**src/shared/sdx_pkg.sv**
```systemverilog
package sdx_pkg;

   // register byte offsets (each register one aligned word)
   localparam logic [7:0] ADDR_XFER = 8'h00;  // transfer_type_reg
   localparam logic [7:0] ADDR_ATTR = 8'h04;  // block_attributes
   localparam logic [7:0] ADDR_DMA  = 8'h08;  // dma_system_address
   localparam logic [7:0] ADDR_STAT = 8'h0c;  // status flags

   // transfer_type_reg fields
   localparam int XT_START     = 0;  // write one: start a data transfer
   localparam int XT_BLOCK_COUNT_ENABLE      = 1;  // block_count_enable
   localparam int XT_AUTOSTOP  = 2;  // auto_stop_enable
   localparam int XT_MULTI     = 3;  // multi-block transfer
   localparam int XT_DMA       = 4;  // internal dma enable
   localparam int XT_DATA_RST  = 5;  // write one: data path reset
   localparam int XT_W         = 6;
   localparam logic [XT_W-1:0] XT_RESET = 6'h00;

   // block_attributes fields
   localparam int SIZE_LSB = 0;   // block_size_field
   localparam int SIZE_W   = 13;
   localparam int CNT_LSB  = 16;  // remaining_block_count
   localparam int CNT_W    = 16;
   localparam logic [SIZE_W-1:0] SIZE_RESET = 13'h0000;
   localparam logic [CNT_W-1:0]  CNT_RESET  = 16'h0000;
   localparam logic [CNT_W-1:0]  CNT_ONE    = 16'h0001;
   localparam logic [31:0]       DMA_RESET  = 32'h0000_0000;

   // status fields; all but busy are sticky, write one to clear
   localparam int ST_BUSY  = 0;  // transfer or stop under way
   localparam int ST_DONE  = 1;  // transfer complete
   localparam int ST_CRC   = 2;  // block crc error
   localparam int ST_DMA   = 3;  // dma system bus error
   localparam int ST_AS_TO = 4;  // auto stop response timeout
   localparam int ST_AS_CE = 5;  // auto stop response crc error
   localparam int ST_AS_NS = 6;  // auto stop conflict or not sent
   localparam int ST_AS_GO = 7;  // auto stop was issued
   localparam int ST_W     = 8;
   localparam logic [ST_W-1:0] ST_RESET = 8'h00;

   // axi responses
   localparam logic [1:0] RESP_OKAY   = 2'h0;
   localparam logic [1:0] RESP_SLVERR = 2'h2;

   // controller states
   typedef enum logic [1:0] {
      st_idle,
      st_data,
      st_stop
   } sdx_state_type;

   // answer of the command engine to the automatic stop command
   typedef struct packed {
      logic ok;        // response good
      logic timeout;   // no response
      logic crc_err;   // response crc bad
      logic conflict;  // line conflict, command not sent
   } sdx_stop_resp_type;

   // true for any mapped register offset
   function automatic logic sdx_mapped(input logic [7:0] a);
      return (a == ADDR_XFER) || (a == ADDR_ATTR) || (a == ADDR_DMA) || (a == ADDR_STAT);
   endfunction : sdx_mapped

   // merge write data into an old word under byte strobes
   function automatic logic [31:0] sdx_merge(input logic [31:0] old, input logic [31:0] wd,
                                            input logic [3:0] strb);
      logic [31:0] m;
      m = {{8{strb[3]}}, {8{strb[2]}}, {8{strb[1]}}, {8{strb[0]}}};
      return (old & ~m) | (wd & m);
   endfunction : sdx_merge

endpackage : sdx_pkg

```
**src/core/sdx_link_sampler.sv**
```systemverilog
`timescale 1ns/1ps
// brings card-side block strobes into aclk and finds card clock rising edges
module sdx_link_sampler (
   // clock and reset
   input  wire logic aclk,
   input  wire logic aresetn,
   // card side, foreign domain
   input  wire logic card_clk,
   input  wire logic card_blk_done,
   input  wire logic card_blk_crc_bad,
   // aclk side
   output logic      blk_ev,
   output logic      blk_crc_bad
);
   logic [2:0] sync1;  // first stage, read only by sync2
   logic [2:0] sync2;  // second stage: clk, done, crc
   logic       clk_d;  // delayed synced card clock

   // two flops on every foreign input
   always_ff @(posedge aclk) begin
      if (!aresetn) begin
         sync1 <= 3'h0;
         sync2 <= 3'h0;
         clk_d <= 1'b0;
      end else begin
         sync1 <= {card_clk, card_blk_done, card_blk_crc_bad};
         sync2 <= sync1;
         clk_d <= sync2[2];
      end
   end

   // block strobe counts once, at a card clock rising edge
   assign blk_ev      = sync2[2] & ~clk_d & sync2[1];
   assign blk_crc_bad = sync2[0];
endmodule : sdx_link_sampler

```
**src/core/sdx_xfer_ctrl.sv**
```systemverilog
`timescale 1ns/1ps
// Contract
// - crc error mid-transfer: no automatic stop
// - crc error in final block: stop still sent
// - dma bus error aborts dma, flags error
// - dma address holds next burst start
// - block count moves only with count enable
// - auto stop after final multi-block block
// - addressed commands carry no data
module sdx_xfer_ctrl (
   // clock and reset
   input  wire logic                       aclk,
   input  wire logic                       aresetn,
   // axi4-lite slave
   input  wire logic [7:0]                 s_axi_awaddr,
   input  wire logic                       s_axi_awvalid,
   output logic                            s_axi_awready,
   input  wire logic [31:0]                s_axi_wdata,
   input  wire logic [3:0]                 s_axi_wstrb,
   input  wire logic                       s_axi_wvalid,
   output logic                            s_axi_wready,
   output logic [1:0]                      s_axi_bresp,
   output logic                            s_axi_bvalid,
   input  wire logic                       s_axi_bready,
   input  wire logic [7:0]                 s_axi_araddr,
   input  wire logic                       s_axi_arvalid,
   output logic                            s_axi_arready,
   output logic [31:0]                     s_axi_rdata,
   output logic [1:0]                      s_axi_rresp,
   output logic                            s_axi_rvalid,
   input  wire logic                       s_axi_rready,
   // card data path, card clock domain
   input  wire logic                       card_clk,
   input  wire logic                       card_blk_done,
   input  wire logic                       card_blk_crc_bad,
   output logic                            data_en,
   // internal dma engine
   output logic                            dma_run,
   input  wire logic                       dma_bus_err,
   input  wire logic                       dma_burst_done,
   output logic [31:0]                     dma_addr,
   // command engine, automatic stop
   output logic                            stop_req,
   input  wire sdx_pkg::sdx_stop_resp_type stop_resp
);
   import sdx_pkg::*;

   sdx_state_type     state;        // controller state
   logic [XT_W-1:0]   xfer_ctl;     // stored transfer_type_reg bits
   logic [SIZE_W-1:0] blk_size;     // block_size_field
   logic [CNT_W-1:0]  blk_cnt;      // remaining_block_count
   logic [ST_W-1:0]   status;       // sticky flags
   logic              aw_ok;        // write address held
   logic [7:0]        aw_addr;      // held write address
   logic              w_ok;         // write data held
   logic [31:0]       w_data;       // held write data
   logic [3:0]        w_strb;       // held strobes
   logic              wr_go;        // write performed this cycle
   logic              blk_ev;       // one block finished on card bus
   logic              blk_crc_bad;  // that block had a crc error
   logic              last_blk;     // finished block is the final one
   logic              as_multi;     // auto stop applies to this transfer
   logic              start;        // software start request
   logic              data_rst;     // software data path reset
   logic              stop_any;     // any stop answer arrived
   logic [ST_W-1:0]   st_set;       // hardware flag sets
   logic [ST_W-1:0]   st_clr;       // software flag clears
   logic [31:0]       next_ctl;     // merged write into transfer_type_reg
   logic [31:0]       next_attr;    // merged write into block_attributes
   logic [31:0]       next_dma;     // merged write into dma address

   // card strobes cross into aclk here
   sdx_link_sampler u_link (
      .aclk             (aclk),
      .aresetn          (aresetn),
      .card_clk         (card_clk),
      .card_blk_done    (card_blk_done),
      .card_blk_crc_bad (card_blk_crc_bad),
      .blk_ev           (blk_ev),
      .blk_crc_bad      (blk_crc_bad)
   );

   // ---------------- axi write path ----------------
   assign s_axi_awready = ~aw_ok;
   assign s_axi_wready  = ~w_ok;
   assign wr_go         = aw_ok & w_ok & ~s_axi_bvalid;
   assign next_ctl      = sdx_merge({26'h0, xfer_ctl}, w_data, w_strb);
   assign next_attr     = sdx_merge({blk_cnt, 3'h0, blk_size}, w_data, w_strb);
   assign next_dma      = sdx_merge(dma_addr, w_data, w_strb);

   // address and data taken in either order, held until performed
   always_ff @(posedge aclk) begin
      if (!aresetn) begin
         aw_ok   <= 1'b0;
         aw_addr <= 8'h00;
         w_ok    <= 1'b0;
         w_data  <= 32'h0000_0000;
         w_strb  <= 4'h0;
      end else begin
         if (s_axi_awvalid && !aw_ok) begin
            aw_ok   <= 1'b1;
            aw_addr <= s_axi_awaddr;
         end else if (wr_go) begin
            aw_ok <= 1'b0;
         end
         if (s_axi_wvalid && !w_ok) begin
            w_ok   <= 1'b1;
            w_data <= s_axi_wdata;
            w_strb <= s_axi_wstrb;
         end else if (wr_go) begin
            w_ok <= 1'b0;
         end
      end
   end

   // write response one cycle after the write is performed
   always_ff @(posedge aclk) begin
      if (!aresetn) begin
         s_axi_bvalid <= 1'b0;
         s_axi_bresp  <= RESP_OKAY;
      end else if (wr_go) begin
         s_axi_bvalid <= 1'b1;
         s_axi_bresp  <= sdx_mapped(aw_addr) ? RESP_OKAY : RESP_SLVERR;
      end else if (s_axi_bready) begin
         s_axi_bvalid <= 1'b0;
      end
   end

   // ---------------- axi read path ----------------
   assign s_axi_arready = ~s_axi_rvalid;

   // data registered on the address handshake, one cycle latency
   always_ff @(posedge aclk) begin
      if (!aresetn) begin
         s_axi_rvalid <= 1'b0;
         s_axi_rdata  <= 32'h0000_0000;
         s_axi_rresp  <= RESP_OKAY;
      end else if (s_axi_arvalid && !s_axi_rvalid) begin
         s_axi_rvalid <= 1'b1;
         s_axi_rresp  <= sdx_mapped(s_axi_araddr) ? RESP_OKAY : RESP_SLVERR;
         unique case (s_axi_araddr)
            ADDR_XFER: s_axi_rdata <= {26'h0, xfer_ctl};
            ADDR_ATTR: s_axi_rdata <= {blk_cnt, 3'h0, blk_size};
            ADDR_DMA:  s_axi_rdata <= dma_addr;
            ADDR_STAT: s_axi_rdata <= {24'h0, status[ST_W-1:1], state != st_idle};
            default:   s_axi_rdata <= 32'h0000_0000;  // unmapped reads zero
         endcase
      end else if (s_axi_rready) begin
         s_axi_rvalid <= 1'b0;
      end
   end

   // ---------------- control decode ----------------
   // start and data reset are self-clearing strobes, never stored
   assign start    = wr_go && aw_addr == ADDR_XFER && next_ctl[XT_START] && state == st_idle;
   assign data_rst = wr_go && aw_addr == ADDR_XFER && next_ctl[XT_DATA_RST];
   // without count enable the controller cannot see the end of a multi-block run
   assign last_blk = ~xfer_ctl[XT_MULTI] | (xfer_ctl[XT_BLOCK_COUNT_ENABLE] & (blk_cnt == CNT_ONE));
   assign as_multi = xfer_ctl[XT_AUTOSTOP] & xfer_ctl[XT_MULTI];
   assign stop_any = stop_resp.ok | stop_resp.timeout | stop_resp.crc_err | stop_resp.conflict;

   // transfer_type_reg: settings only change while idle
   always_ff @(posedge aclk) begin
      if (!aresetn) begin
         xfer_ctl <= XT_RESET;
      end else if (wr_go && aw_addr == ADDR_XFER && state == st_idle) begin
         xfer_ctl <= {1'b0, next_ctl[XT_DMA:XT_BLOCK_COUNT_ENABLE], 1'b0};
      end
   end

   // ---------------- main sequencer ----------------
   always_ff @(posedge aclk) begin
      if (!aresetn) begin
         state <= st_idle;
      end else if (data_rst) begin
         state <= st_idle;
      end else begin
         unique case (state)
            st_idle: begin
               if (start) begin
                  state <= st_data;
               end
            end
            st_data: begin
               if (dma_run && dma_bus_err) begin
                  state <= st_idle;
               end else if (blk_ev && last_blk && as_multi) begin
                  state <= st_stop;
               end else if (blk_ev && (blk_crc_bad || last_blk)) begin
                  state <= st_idle;
               end
            end
            st_stop: begin
               if (stop_any) begin
                  state <= st_idle;
               end
            end
         endcase
      end
   end

   // card bus data lines idle while the stop (addressed) command runs
   assign data_en  = state == st_data;
   assign stop_req = state == st_stop;
   assign dma_run  = state == st_data && xfer_ctl[XT_DMA];

   // block size and remaining count
   always_ff @(posedge aclk) begin
      if (!aresetn) begin
         blk_size <= SIZE_RESET;
         blk_cnt  <= CNT_RESET;
      end else if (wr_go && aw_addr == ADDR_ATTR) begin
         blk_size <= next_attr[SIZE_LSB +: SIZE_W];
         blk_cnt  <= next_attr[CNT_LSB +: CNT_W];
      end else if (state == st_data && blk_ev && !blk_crc_bad && xfer_ctl[XT_BLOCK_COUNT_ENABLE]) begin
         blk_cnt <= blk_cnt - CNT_ONE;
      end
   end

   // dma address advances per finished burst; a failing burst never advances it
   always_ff @(posedge aclk) begin
      if (!aresetn) begin
         dma_addr <= DMA_RESET;
      end else if (wr_go && aw_addr == ADDR_DMA) begin
         dma_addr <= next_dma;
      end else if (dma_run && dma_burst_done && !dma_bus_err) begin
         dma_addr <= dma_addr + {19'h0, blk_size};
      end
   end

   // ---------------- status flags ----------------
   always_comb begin
      st_set           = ST_RESET;
      st_set[ST_DONE]  = (state == st_data && blk_ev && last_blk && !blk_crc_bad && !as_multi)
                       || (state == st_stop && stop_resp.ok);
      st_set[ST_CRC]   = state == st_data && blk_ev && blk_crc_bad;
      st_set[ST_DMA]   = dma_run && dma_bus_err;
      st_set[ST_AS_TO] = state == st_stop && stop_resp.timeout;
      st_set[ST_AS_CE] = state == st_stop && stop_resp.crc_err;
      st_set[ST_AS_NS] = state == st_stop && stop_resp.conflict;
      st_set[ST_AS_GO] = state == st_data && blk_ev && last_blk && as_multi;
      st_clr           = (wr_go && aw_addr == ADDR_STAT) ? (w_data[ST_W-1:0] & {ST_W{w_strb[0]}})
                                                          : ST_RESET;
   end

   // write one clears; a set in the same cycle wins
   always_ff @(posedge aclk) begin
      if (!aresetn) begin
         status <= ST_RESET;
      end else begin
         status <= (status & ~st_clr) | st_set;
      end
   end

   // ---------------- assertions ----------------
   logic attr_wr;  // software writes block_attributes
   assign attr_wr = wr_go && aw_addr == ADDR_ATTR;

   no_midcrc_stop_a: assert property (@(posedge aclk) disable iff (!aresetn)
      state == st_data && blk_ev && blk_crc_bad && !last_blk && !dma_bus_err && !data_rst
      |=> state == st_idle && !stop_req ##1 !stop_req)
      else $error("stop issued after mid-transfer crc error");
   last_crc_stop_a: assert property (@(posedge aclk) disable iff (!aresetn)
      state == st_data && blk_ev && blk_crc_bad && last_blk && as_multi && !dma_run && !data_rst
      |=> stop_req && status[ST_CRC] && status[ST_AS_GO])
      else $error("no stop after crc error in final block");
   dma_abort_a: assert property (@(posedge aclk) disable iff (!aresetn)
      dma_run && dma_bus_err |=> !dma_run && status[ST_DMA] && state == st_idle)
      else $error("dma error did not abort");
   dma_addr_next_a: assert property (@(posedge aclk) disable iff (!aresetn)
      dma_run && dma_burst_done && !dma_bus_err && !(wr_go && aw_addr == ADDR_DMA)
      |=> dma_addr == $past(dma_addr) + {19'h0, $past(blk_size)})
      else $error("dma address not at next burst");
   dma_addr_err_a: assert property (@(posedge aclk) disable iff (!aresetn)
      dma_run && dma_bus_err && !(wr_go && aw_addr == ADDR_DMA) |=> $stable(dma_addr))
      else $error("dma address moved on failing burst");
   cnt_frozen_a: assert property (@(posedge aclk) disable iff (!aresetn)
      !xfer_ctl[XT_BLOCK_COUNT_ENABLE] && !attr_wr |=> $stable(blk_cnt))
      else $error("block count changed without count enable");
   cnt_track_a: assert property (@(posedge aclk) disable iff (!aresetn)
      state == st_data && xfer_ctl[XT_BLOCK_COUNT_ENABLE] && blk_ev && !blk_crc_bad && !attr_wr
      |=> blk_cnt == $past(blk_cnt) - CNT_ONE)
      else $error("block count not decremented");
   auto_stop_a: assert property (@(posedge aclk) disable iff (!aresetn)
      state == st_data && blk_ev && !blk_crc_bad && last_blk && as_multi && !dma_run && !data_rst
      |=> stop_req && status[ST_AS_GO] && !data_en)
      else $error("auto stop not issued after final block");
   stop_no_data_a: assert property (@(posedge aclk) disable iff (!aresetn)
      stop_req |-> !data_en && !dma_run)
      else $error("data lines active during stop command");
endmodule : sdx_xfer_ctrl

```
**config.mk**
```make
export PLATFORM = sky130hd
export DESIGN_NAME = sdx_xfer_ctrl
export DESIGN_NICKNAME = d
export VERILOG_FILES = /design/src/shared/sdx_pkg.sv /design/src/core/sdx_link_sampler.sv /design/src/core/sdx_xfer_ctrl.sv
export SDC_FILE = /design/constraint.sdc
export NUM_CORES = 1
export LEC_CHECK = 0
export ABC_AREA = 1
export BUFFER_PORTS_ARGS = -buffer_cell sky130_fd_sc_hd__buf_2
export CAP_MARGIN = 20
export CORE_UTILIZATION = 55
export CTS_CLUSTER_DIAMETER = 100
export DETAILED_ROUTE_END_ITERATION = 8
export PLACE_DENSITY = 0.78
export SLEW_MARGIN = 20
export SYNTH_ARGS = -nofsm -noshare
export SYNTH_HDL_FRONTEND = slang
export SYNTH_HIERARCHICAL = 1
export SYNTH_SLANG_ARGS = --single-unit
```
**constraint.sdc**
```tcl
create_clock -name aclk -period 4.3 [get_ports aclk]
set_input_delay 0.645 -clock aclk [delete_from_list [all_inputs] [get_ports aclk]]
set_output_delay 0.645 -clock aclk [all_outputs]
set_load 0.05 [all_outputs]
```
Word-level counts from Yosys, hierarchy flattened
Cells that the tools add are included.

cells by class
  add/subtract/negate cells = 2
  div/mod/pow operators = 0
  shifts and indexed selects = 0
  magnitude comparators = 0
  eq/ne operators = 12
  mux-type cells = 21
  bitwise operators = 29
  reduce and logical (&&, ||, !) cells = 56
  multiply operators = 0

operators by type and width
  cell                   number
  $pmux 32 s4            1
  $and 32x32->32         3
  $mux 32                2
  $or 32x32->32          2
  $add 32x13->32         1
  $eq 8x4->1 const B     4
  $mux 16                2
  $not 32->32            1
  $logic_and 1x1->1      30
  $and 8x8->8            2
  $eq 16x1->1 const B    1
  $eq 8x3->1 const B     2
  $logic_not 8->1        2
  $sub 16x1->16 const B  1
  $mux 2                 7
  $reduce_bool 2->1      7
  $logic_or 1x1->1       8
  $mux 8                 1
  $not 8->8              1
  $or 8x8->8             1
  $mux 1                 7
  $not 1->1              7
  $and 1x1->1            6
  $and 5x6->6            1
  12 further kinds       20

word-level totals
  bits in read-only memories = 0
  bits in writable memories = 0
  word-level logic and storage cells = 139
  memories kept = 0
  output and inout bits = 76
  register bits after elaboration = 166
  input bits = 68
  latch bits = 0

Depth between registers and ports, before layout
Gate-level depths: netlist of run 1.

  depth after elaboration = 9
  depth in mapped cells = 14
  mapped depth without buffers = 14

Cells and area by module
Netlist of run 1, hierarchy kept.

modules (own cells, without submodules)
  module            area each (um^2)  cells each  sequential area each (um^2)  instances
  sdx_xfer_ctrl     8443.1            1293        3123.0                       1
  sdx_link_sampler  200.2             23          140.1                        1

Worst setup path after synthesis of run 1
Ideal clock, no wire load.

  path type = reg2reg
  start point = reg state[1]
  end point = reg (tool-made name)
  clock period less this slack = 2309 ps
  cell stages (with the launch flop) = 13
  path buffers = 1
  arrival time = 2192 ps
  library setup time = 118 ps
  data required time = 4182 ps
  path slack = 1991 ps
  cells stage by stage = dfxtp_1 -> inv_1 -> ha_1 -> nand2_1 -> inv_1 -> nand3_1 -> nand2_2 -> o21ai_2 -> inv_2 -> buf_6 -> o21ai_0 -> nor2_1 -> nor2_1

RTL lines
  element                 line                  text
  from (decl)             sdx_xfer_ctrl.sv:48   sdx_state_type state;
  from (signal assigned)  sdx_xfer_ctrl.sv:174  state <= st_idle;
  from (signal assigned)  sdx_xfer_ctrl.sv:176  state <= st_idle;
  from (signal assigned)  sdx_xfer_ctrl.sv:181  state <= st_data;

==> PnR_summary.wiki, run 1 <==
{| class="wikitable"
! Metric !! Value
|-
| Worst voltage drop across the vdd grid || 0.294 mV
|-
| Pwr per Cell Area || 347 nW/um^2
|-
| Library cell contributing the largest single delay on the critical path || sky130_fd_sc_hd__nand2_1
|-
| IO buf count || 141
|-
| CP Capture Type || flop
|-
| Number of antenna violations at the first check in global routing || 0
|-
| Post-CTS Resized || 0
|-
| Via count of the first global-routing pass || 8374
|-
| Power dissipated by switching net loads || 0.987 mW
|-
| Most frequently used flop master after synthesis || sky130_fd_sc_hd__dfxtp_1
|-
| Count of final hold-check violations || 0
|-
| Comb pwr share || 10.4%
|-
| Skew final || 0.00819 ns
|-
| Unrepaired setup endpoints after global routing || false
|-
| Critical path peak fanout || 20
|-
| Drt wl/cell || 16.4 um
|-
| Share of synthesized registers carrying an async set or reset || 0%
|-
| Commonest non-fill, non-tap cell in the layout || sky130_fd_sc_hd__nand2_1
|-
| Count of flip-flops with a built-in enable after synthesis || 0
|-
| Total number of vias || 9261
|-
| Fraction of layout cells with a size suffix above 1 || 13.9%
|-
| Sw frac || 28.4%
|-
| Setup slack on the worst flop-to-flop path || 1.60 ns
|-
| IO Count || 144
|-
| Starting utilization of the core area || 56.6%
|-
| Mean cell area of the mapped netlist || 6.57 um^2
|-
| Floorplan die area || 16200 um^2
|-
| Number of diodes added for antenna fixing || 0
|-
| Max Fclk || 370 MHz
|-
| Global-route wire length before repair || 42700 um
|-
| Sum of net half-perimeters after detailed placement || 20000 um
|-
| Data arrival time of the worst path || 3.09 ns
|-
| CTS tree || done
|-
| Global routing's busiest layer || met2
|-
| Maximum number of pins on one net before global-route repair || 86
|-
| Total core area || 15300 um^2
|-
| Number of storage elements in the synthesis netlist || 163
|-
| Launching point of the worst reg2reg path || w_ok
|-
| H-tree depth reported by CTS || 4
|-
| Worst setup SP type || flop
|-
| Post-route DRC violation count || 0
|-
| Source of the critical timing path || w_ok
|-
| Final critical-path required period || 2.70 ns
|-
| Sequential share of power || 46.6%
|-
| Fraction of power consumed by the clock network || 43.0%
|-
| FP Rows || 45
|-
| Number of vias per cell || 5.58
|-
| Sequential cell area fraction in the yosys report || 37.8%
|-
| Number of hold buffers added after CTS || 0
|-
| Clock insertion delay at the later pin of the skew report || 0.43 ns
|-
| Total global routing overflow || 0
|-
| Required @ worst endpoint || 4.68 ns
|-
| Routability cong. || 0.969
|-
| Internal || 2.49 mW
|-
| Largest incremental delay on the critical path || 0.59 ns
|-
| Number of DRC markers after the initial detailed-route iteration || 935
|-
| Met2 layer usage reported by global route || 52.5%
|-
| Gate count of the mapped netlist || 1316
|-
| Layout area overhead || 16.0%
|-
| Number of non-filler instances in the completed layout || 1659
|-
| Number of routed nets with antenna violations || 0
|-
| Top cell type by total area after synthesis || sky130_fd_sc_hd__dfxtp_1
|-
| Count of synthesis-stage warnings from yosys || 6
|-
| Total global routing track utilization || 34.0%
|-
| Top area cells in the synthesized netlist || sky130_fd_sc_hd__dfxtp_1, sky130_fd_sc_hd__nand2_1, sky130_fd_sc_hd__a21oi_1
|-
| Met3 track utilization from global routing || 8.21%
|-
| Max-capacitance violation count || 0
|-
| Die X-Extent || 127 um
|-
| Transition time of the tightest slew-check pin || 1.05 ns
|-
| Most used cells in the layout excluding fill and tap cells || sky130_fd_sc_hd__nand2_1, sky130_fd_sc_hd__dfxtp_1, sky130_fd_sc_hd__nor2_1, sky130_fd_sc_hd__buf_2
|-
| Number of search-and-repair iterations in the first detailed-routing pass || 5
|-
| Clock edge transition at the registers on the reported setup and hold paths || 0.07 ns
|-
| Number of buffers added for setup after CTS || 0
|-
| Routed Wire Length || 27200 um
|-
| Class of the most critical setup path || reg -> reg
|-
| Synth unique cells || 40
|-
| Count of nets after finishing || 1522
|-
| List of cells traversed by the critical path || inv_2 > nor2_1 > nand2_1 > nor3_2 > nand2_1 > nand2_2 > nand2_1 > inv_1 > nand2_1 > a21oi_1 > o21ai_0 > inv_1
|-
| Clk Tree Root Cell || sky130_fd_sc_hd__clkbuf_16
|-
| Post-Synthesis Cell Area || 8640 um^2
|-
| Final setup violating endpoints || 0
|-
| Portion of synthesized cell area occupied by the leading cell type || 37.8%
|-
| Worst hold path startpoint || card_blk_crc_bad
|-
| Path type of the worst min-delay path || in -> reg
|-
| Total placed cells including tap cells || 1627
|-
| Met1 usage in global routing || 46.4%
|-
| Final number of max-transition violations || 0
|-
| Final period util || 62.9%
|-
| Max-slew headroom at the worst pin || 29.7%
|-
| Result of the run || complete, no violations
|-
| Setup TNS Final || 0 ns
|-
| Sinks on the clock net || 163
|-
| Largest buffer count on any clock path || 2
|-
| Worst path most repeated cell || sky130_fd_sc_hd__nand2_1
|-
| Leakage power summed over all cells || 4.60 nW
|-
| TritonCTS buffer count || 17
|-
| Die height || 127 um
|-
| Reg2Reg Depth || 12
|}
==> per-layer routing <==
layer | wire (um) | vias up
li1 | - | 4554
met1 | 12000 | 4200
met2 | 11900 | 444
met3 | 2590 | 63
met4 | 686 | 0
met5 | 0 | -
==> how the worst min path moves through the flow <==
stage | to | slack [ns] | depth (start not counted)
3_3_place_gp | u_link/sync2[2] | 0.40 | 2
3_5_place_dp | u_link/sync2[0] | 0.40 | 2
5_1_grt | u_link/sync1[0] | 0.40 | 3
4_1_cts | u_link/sync1[0] | 0.39 | 3
6_report | u_link/sync1[0] | 0.39 | 3
2_1_floorplan | u_link/sync2[0] | 0.39 | 2
==> cell usage after synthesis, types with 4 or more instances <==
library cell and count:
sky130_fd_sc_hd__a31oi_1 8, sky130_fd_sc_hd__nor3_1 14, sky130_fd_sc_hd__inv_2 5, sky130_fd_sc_hd__dfxtp_1 163
sky130_fd_sc_hd__inv_1 132, sky130_fd_sc_hd__clkbuf_1 34, sky130_fd_sc_hd__o22ai_1 16, sky130_fd_sc_hd__a211oi_1 7
sky130_fd_sc_hd__nor4_1 4, sky130_fd_sc_hd__mux2i_1 8, sky130_fd_sc_hd__xor2_1 13, sky130_fd_sc_hd__nor2_1 155
sky130_fd_sc_hd__o21ai_1 4, sky130_fd_sc_hd__ha_1 18, sky130_fd_sc_hd__nand2_1 338, sky130_fd_sc_hd__buf_2 8
sky130_fd_sc_hd__nand4_1 20, sky130_fd_sc_hd__a21oi_1 131, sky130_fd_sc_hd__nand3_1 83, sky130_fd_sc_hd__o21ai_0 121
==> final cells by class <==
cell class | count | area (um^2)
Inverter | 139 | 522
Multi-Input combinational cell | 965 | 4630
Fill cell | 1440 | 5240
Sequential cell | 163 | 3260
Clock inverter | 15 | 149
Timing Repair Buffer | 149 | 766
Clock buffer | 17 | 425
Tap cell | 211 | 264
==> cells by family after synthesis <==
family	Yosys count	share of synthesized area, %
simple gates	627	30.2
buf+inv	189	8.71
fa+ha+maj	19	2.84
flops	163	37.8
compound gates	296	18.2
mux	8	0.926
other cells	1	0.0434
xor+xnor	13	1.32
==> critical path, delay by kind of cell, from the launching register on <==
family / cells / cell delay [ns]
flip-flops: 1 / 0.36
AO/OA/AOI/OAI: 2 / 0.22
buffers and inverters: 3 / 0.27
AND/OR/NAND/NOR: 7 / 1.79
==> power by group through the flow <==
| stage | combinational, mW | sequential, mW | clock [mW] |
|---|---|---|---|
| 2_1_floorplan | 0.251 | 1.64 | 0 |
| 3_3_place_gp | 0.352 | 1.65 | 0 |
| 3_5_place_dp | 0.357 | 1.65 | 0 |
| 4_1_cts | 0.362 | 1.62 | 1.51 |
| 5_1_grt | 0.402 | 1.63 | 1.57 |
| 6_report | 0.363 | 1.62 | 1.50 |
==> metrics by stage <==
stage               hold WS [ns]  instance area, um^2  util [%]  setup slack [ns]  power [mW]
floorplan                  0.386                 8650         -              1.99        1.89
global placement           0.396                 9450      61.9              1.77        2.00
detailed placement         0.402                 9450      61.9              1.64        2.01
CTS                        0.387                10000      65.7              1.61        3.49
global route               0.401                10000      65.7              1.32        3.60
finish                     0.388                10000      65.7              1.60        3.48
(Power assumes the default switching activity.)
==> run 2, diff against run 1 <==
--- a/config.mk
+++ b/config.mk
@@ -5,13 +5,13 @@
 export SDC_FILE = /design/constraint.sdc
 export NUM_CORES = 1
 export LEC_CHECK = 0
-export ABC_AREA = 1
+export ABC_AREA = 0
 export BUFFER_PORTS_ARGS = -buffer_cell sky130_fd_sc_hd__buf_2
 export CAP_MARGIN = 20
-export CORE_UTILIZATION = 55
+export CORE_UTILIZATION = 51
 export CTS_CLUSTER_DIAMETER = 100
 export DETAILED_ROUTE_END_ITERATION = 8
-export PLACE_DENSITY = 0.78
+export PLACE_DENSITY = 0.77
 export SLEW_MARGIN = 20
 export SYNTH_ARGS = -nofsm -noshare
 export SYNTH_HDL_FRONTEND = slang
==> constraint.sdc (replaced) <==
create_clock -name aclk -period 2.3 [get_ports aclk]
set_input_delay 0.345 -clock aclk [delete_from_list [all_inputs] [get_ports aclk]]
set_output_delay 0.345 -clock aclk [all_outputs]
set_load 0.05 [all_outputs]
==> run 2 against run 1 <==
  * The run now ends with negative setup slack left
  * Via count down 12%
  * Sequential share of layout area decreased by 0.54 points
  * Worst setup slack got worse by 1.6 ns
  * Worst hold slack lost 0.29 ns
  * Combinational power up 12%
  * Routed wire length shrank 8.3%
  * Maximum frequency rose by 16%
  * First-iteration DRC count fell by 7.1%
  * Cell area is 2.3% higher
  * Critical path type unchanged
  * Largest cell class unchanged
  * Highest routed layer unchanged
==> PnR_summary.wiki, run 2 <==
{| class="wikitable"
! Metric !! Value
|-
| Result of the run || finished with violations
|-
| Failing checks || negative setup slack
|-
| Leakage power summed over all cells || 4.23 nW (-7.9%)
|-
| Setup slack on the worst flop-to-flop path || -0.02 ns (-1.62 ns)
|-
| FP Rows || 45 (unchanged)
|-
| Worst setup SP type || flop
|-
| Starting utilization of the core area || 52.5% (-4.2 points)
|-
| TritonCTS buffer count || 17 (unchanged)
|-
| Count of nets after finishing || 1250 (-18%)
|-
| Transition time of the tightest slew-check pin || 0.874 ns (-0.180 ns)
|-
| Via count of the first global-routing pass || 7357 (-12%)
|-
| WHS || 0.0971 ns (-0.291 ns)
|-
| Commonest non-fill, non-tap cell in the layout || sky130_fd_sc_hd__nand2_1
|-
| Number of diodes added for antenna fixing || 0 (unchanged)
|-
| Required @ worst endpoint || 2.60 ns (-2.08 ns)
|-
| Count of flip-flops with a built-in enable after synthesis || 0 (unchanged)
|-
| IO buf count || 141 (unchanged)
|-
| Number of storage elements in the synthesis netlist || 163 (unchanged)
|-
| Floorplan die area || 16200 um^2 (-0.12%)
|-
| Final period util || 101% (+38 points)
|-
| Portion of synthesized cell area occupied by the leading cell type || 40.8% (+3.0 points)
|-
| Count of synthesis-stage warnings from yosys || 6 (unchanged)
|-
| Gate count of the mapped netlist || 972 (-26%)
|-
| Skew final || 0.00877 ns (+0.000573 ns)
|-
| Routability cong. || 0.945 (-2.4%)
|-
| Top area cells in the synthesized netlist || sky130_fd_sc_hd__dfxtp_1, sky130_fd_sc_hd__nand2_1, sky130_fd_sc_hd__a21oi_1
|-
| Unrepaired setup endpoints after global routing || true
|-
| Number of DRC markers after the initial detailed-route iteration || 869 (-7.1%)
|-
| Layout area overhead || 28.1%
|-
| CTS tree || done
|-
| Max-slew headroom at the worst pin || 41.7% (+12 points)
|-
| Number of routed nets with antenna violations || 0 (unchanged)
|-
| Number of vias per cell || 5.91 (+5.8%)
|-
| Global-route wire length before repair || 38600 um (-9.6%)
|-
| Number of search-and-repair iterations in the first detailed-routing pass || 6 (+1)
|-
| Mean cell area of the mapped netlist || 8.24 um^2 (+25%)
|-
| Most used cells in the layout excluding fill and tap cells || sky130_fd_sc_hd__nand2_1, sky130_fd_sc_hd__dfxtp_1, sky130_fd_sc_hd__buf_2, sky130_fd_sc_hd__a21oi_1, sky130_fd_sc_hd__buf_4
|-
| Largest buffer count on any clock path || 2 (unchanged)
|-
| Top cell type by total area after synthesis || sky130_fd_sc_hd__dfxtp_1
|-
| Sinks on the clock net || 163 (unchanged)
|-
| Sum of net half-perimeters after detailed placement || 18100 um (-9.5%)
|-
| Number of antenna violations at the first check in global routing || 0 (unchanged)
|-
| Setup TNS Final || -0.0537 ns (-0.0537 ns)
|-
| Most common cell in the netlist || sky130_fd_sc_hd__nand2_1
|-
| Final Worst Setup Slack || -0.0217 ns (-1.62 ns)
|-
| Most frequently used flop master after synthesis || sky130_fd_sc_hd__dfxtp_1
|-
| Class of the most critical setup path || reg -> reg
|-
| Max-capacitance violation count || 0 (unchanged)
|-
| Clock edge transition at the registers on the reported setup and hold paths || 0.06 ns (about the same)
|-
| Post-Synthesis Cell Area || 8010 um^2 (-7.4%)
|-
| Total global routing track utilization || 30.6% (-3.3 points)
|-
| Placed standard-cell area || 9480 um^2 (+0.37%)
|-
| Setup WS pre-CTS || -0.0516 ns (-1.70 ns)
|-
| Share of synthesized registers carrying an async set or reset || 0% (unchanged)
|-
| Synth unique cells || 73 (+83%)
|-
| Pwr per Cell Area || 619 nW/um^2 (+78%)
|-
| Critical path peak fanout || 5 (-75%)
|-
| Data arrival time of the worst path || 2.63 ns (-0.46 ns)
|-
| Clk Tree Root Cell || sky130_fd_sc_hd__clkbuf_16
|-
| IO Count || 144 (unchanged)
|-
| Sequential cell area fraction in the yosys report || 40.8% (+3.0 points)
|-
| Die X-Extent || 127 um (about the same)
|-
| Total core area || 15300 um^2 (unchanged)
|-
| Fraction of layout cells with a size suffix above 1 || 28.3% (+14 points)
|-
| Total global routing overflow || 0 (unchanged)
|-
| H-tree depth reported by CTS || 4 (unchanged)
|-
| Die height || 127 um (about the same)
|-
| Final critical-path required period || 2.32 ns (-0.381 ns)
|-
| Final number of max-transition violations || 0 (unchanged)
|-
| Total number of vias || 8185 (-12%)
|-
| Post-route DRC violation count || 0 (unchanged)
|-
| Count of final hold-check violations || 0 (unchanged)
|-
| Path type of the worst min-delay path || in -> reg
|-
| Leading cell types by count after synthesis || sky130_fd_sc_hd__nand2_1, sky130_fd_sc_hd__dfxtp_1, sky130_fd_sc_hd__a21oi_1
|-
| Worst voltage drop across the vdd grid || 0.585 mV (+99%)
|-
| Max Fclk || 431 MHz (+16%)
|-
| Maximum number of pins on one net before global-route repair || 82 (-4.7%)
|-
| Drt wl/cell || 18.0 um (+9.8%)
|-
| Area of all placed cells without fillers || 10300 um^2 (+2.3%)
|-
| Worst hold path startpoint || s_axi_rready
|-
| CP Capture Type || flop
|-
| Tot Pwr || 6.35 mW (+82%)
|-
| Routed Wire Length || 24900 um (-8.3%)
|-
| Final setup violating endpoints || 4 (+4)
|-
| Clock insertion delay at the later pin of the skew report || 0.43 ns (about the same)
|}
## run 2: cells by family (layout without fill, tap and decap cells)
family                     Yosys count  in the layout  synth area share, %
AOI/OAI and AO/OA                  270            270                 22.4
xor gates and xnor gates            11             11                 1.20
adders and majority gates           19             19                 3.06
buffers and inverters               76            277                 4.09
DFF                                163            163                 40.8
muxes                               36             36                 5.06
other                                1              2               0.0468
and+or+nand+nor                    396            397                 23.4
## run 2: layout make-up
type / instances / area (um^2)
Tap cell: 211 / 264
Timing Repair Buffer: 230 / 1460
Sequential cell: 163 / 3280
Clock inverter: 8 / 123
Inverter: 16 / 61.3
Fill cell: 1307 / 5010
Clock buffer: 23 / 499
Multi-Input combinational cell: 735 / 4570
## run 2: worst paths after layout
kind | endpoint | cells past startpoint
setup reg to reg | flop | 9
hold reg to reg | u_link/sync2[0] | 1
setup / recovery | flop | 9
hold / removal | s_axi_rvalid | 2
## run 2: power breakdown
part           total (mW)  internal [mW]  switching [mW]
Sequential           2.96           2.88          0.0734
Clock                2.98           1.85            1.13
Combinational       0.407          0.148           0.259
## run 2: metrics by stage
stage | cells | util (%)
after floorplan | 973 | -
after global placement | 1351 | 62.1
after detailed placement | 1351 | 62.1
after CTS | 1383 | 66.4
after global routing | 1386 | 67.2
final | 1386 | 67.2
## run 2: worst max-delay path, cell delays in order (launching register included)
cell	delay [ns]
sky130_fd_sc_hd__dfxtp_4	0.36
sky130_fd_sc_hd__ha_4	0.16
sky130_fd_sc_hd__fa_2	0.35
sky130_fd_sc_hd__a21o_1	0.18
sky130_fd_sc_hd__a221o_1	0.40
sky130_fd_sc_hd__nand4_1	0.19
sky130_fd_sc_hd__buf_4	0.17
sky130_fd_sc_hd__a211oi_2	0.08
sky130_fd_sc_hd__xnor2_1	0.19
sky130_fd_sc_hd__o22ai_1	0.11
## run 2: metal layers
metal	wire, um	vias up	global-route usage, %	share of wire [%]
met3	2330	56	6.24	9.3
li1	-	3904	-	-
met1	10900	3824	43.0	44
met5	0	-	0	0
met2	11000	401	46.8	44
met4	697	0	10.5	2.8
## run 2: timing repair
action / in CTS / in global routing
buffers inserted: 1 / 2
pin swaps: 2 / 11
cloned: 0 / 1
setup endpoints to repair: 12 / 41
gates resized for setup: 6 / 31
hold buffers: 0 / 0
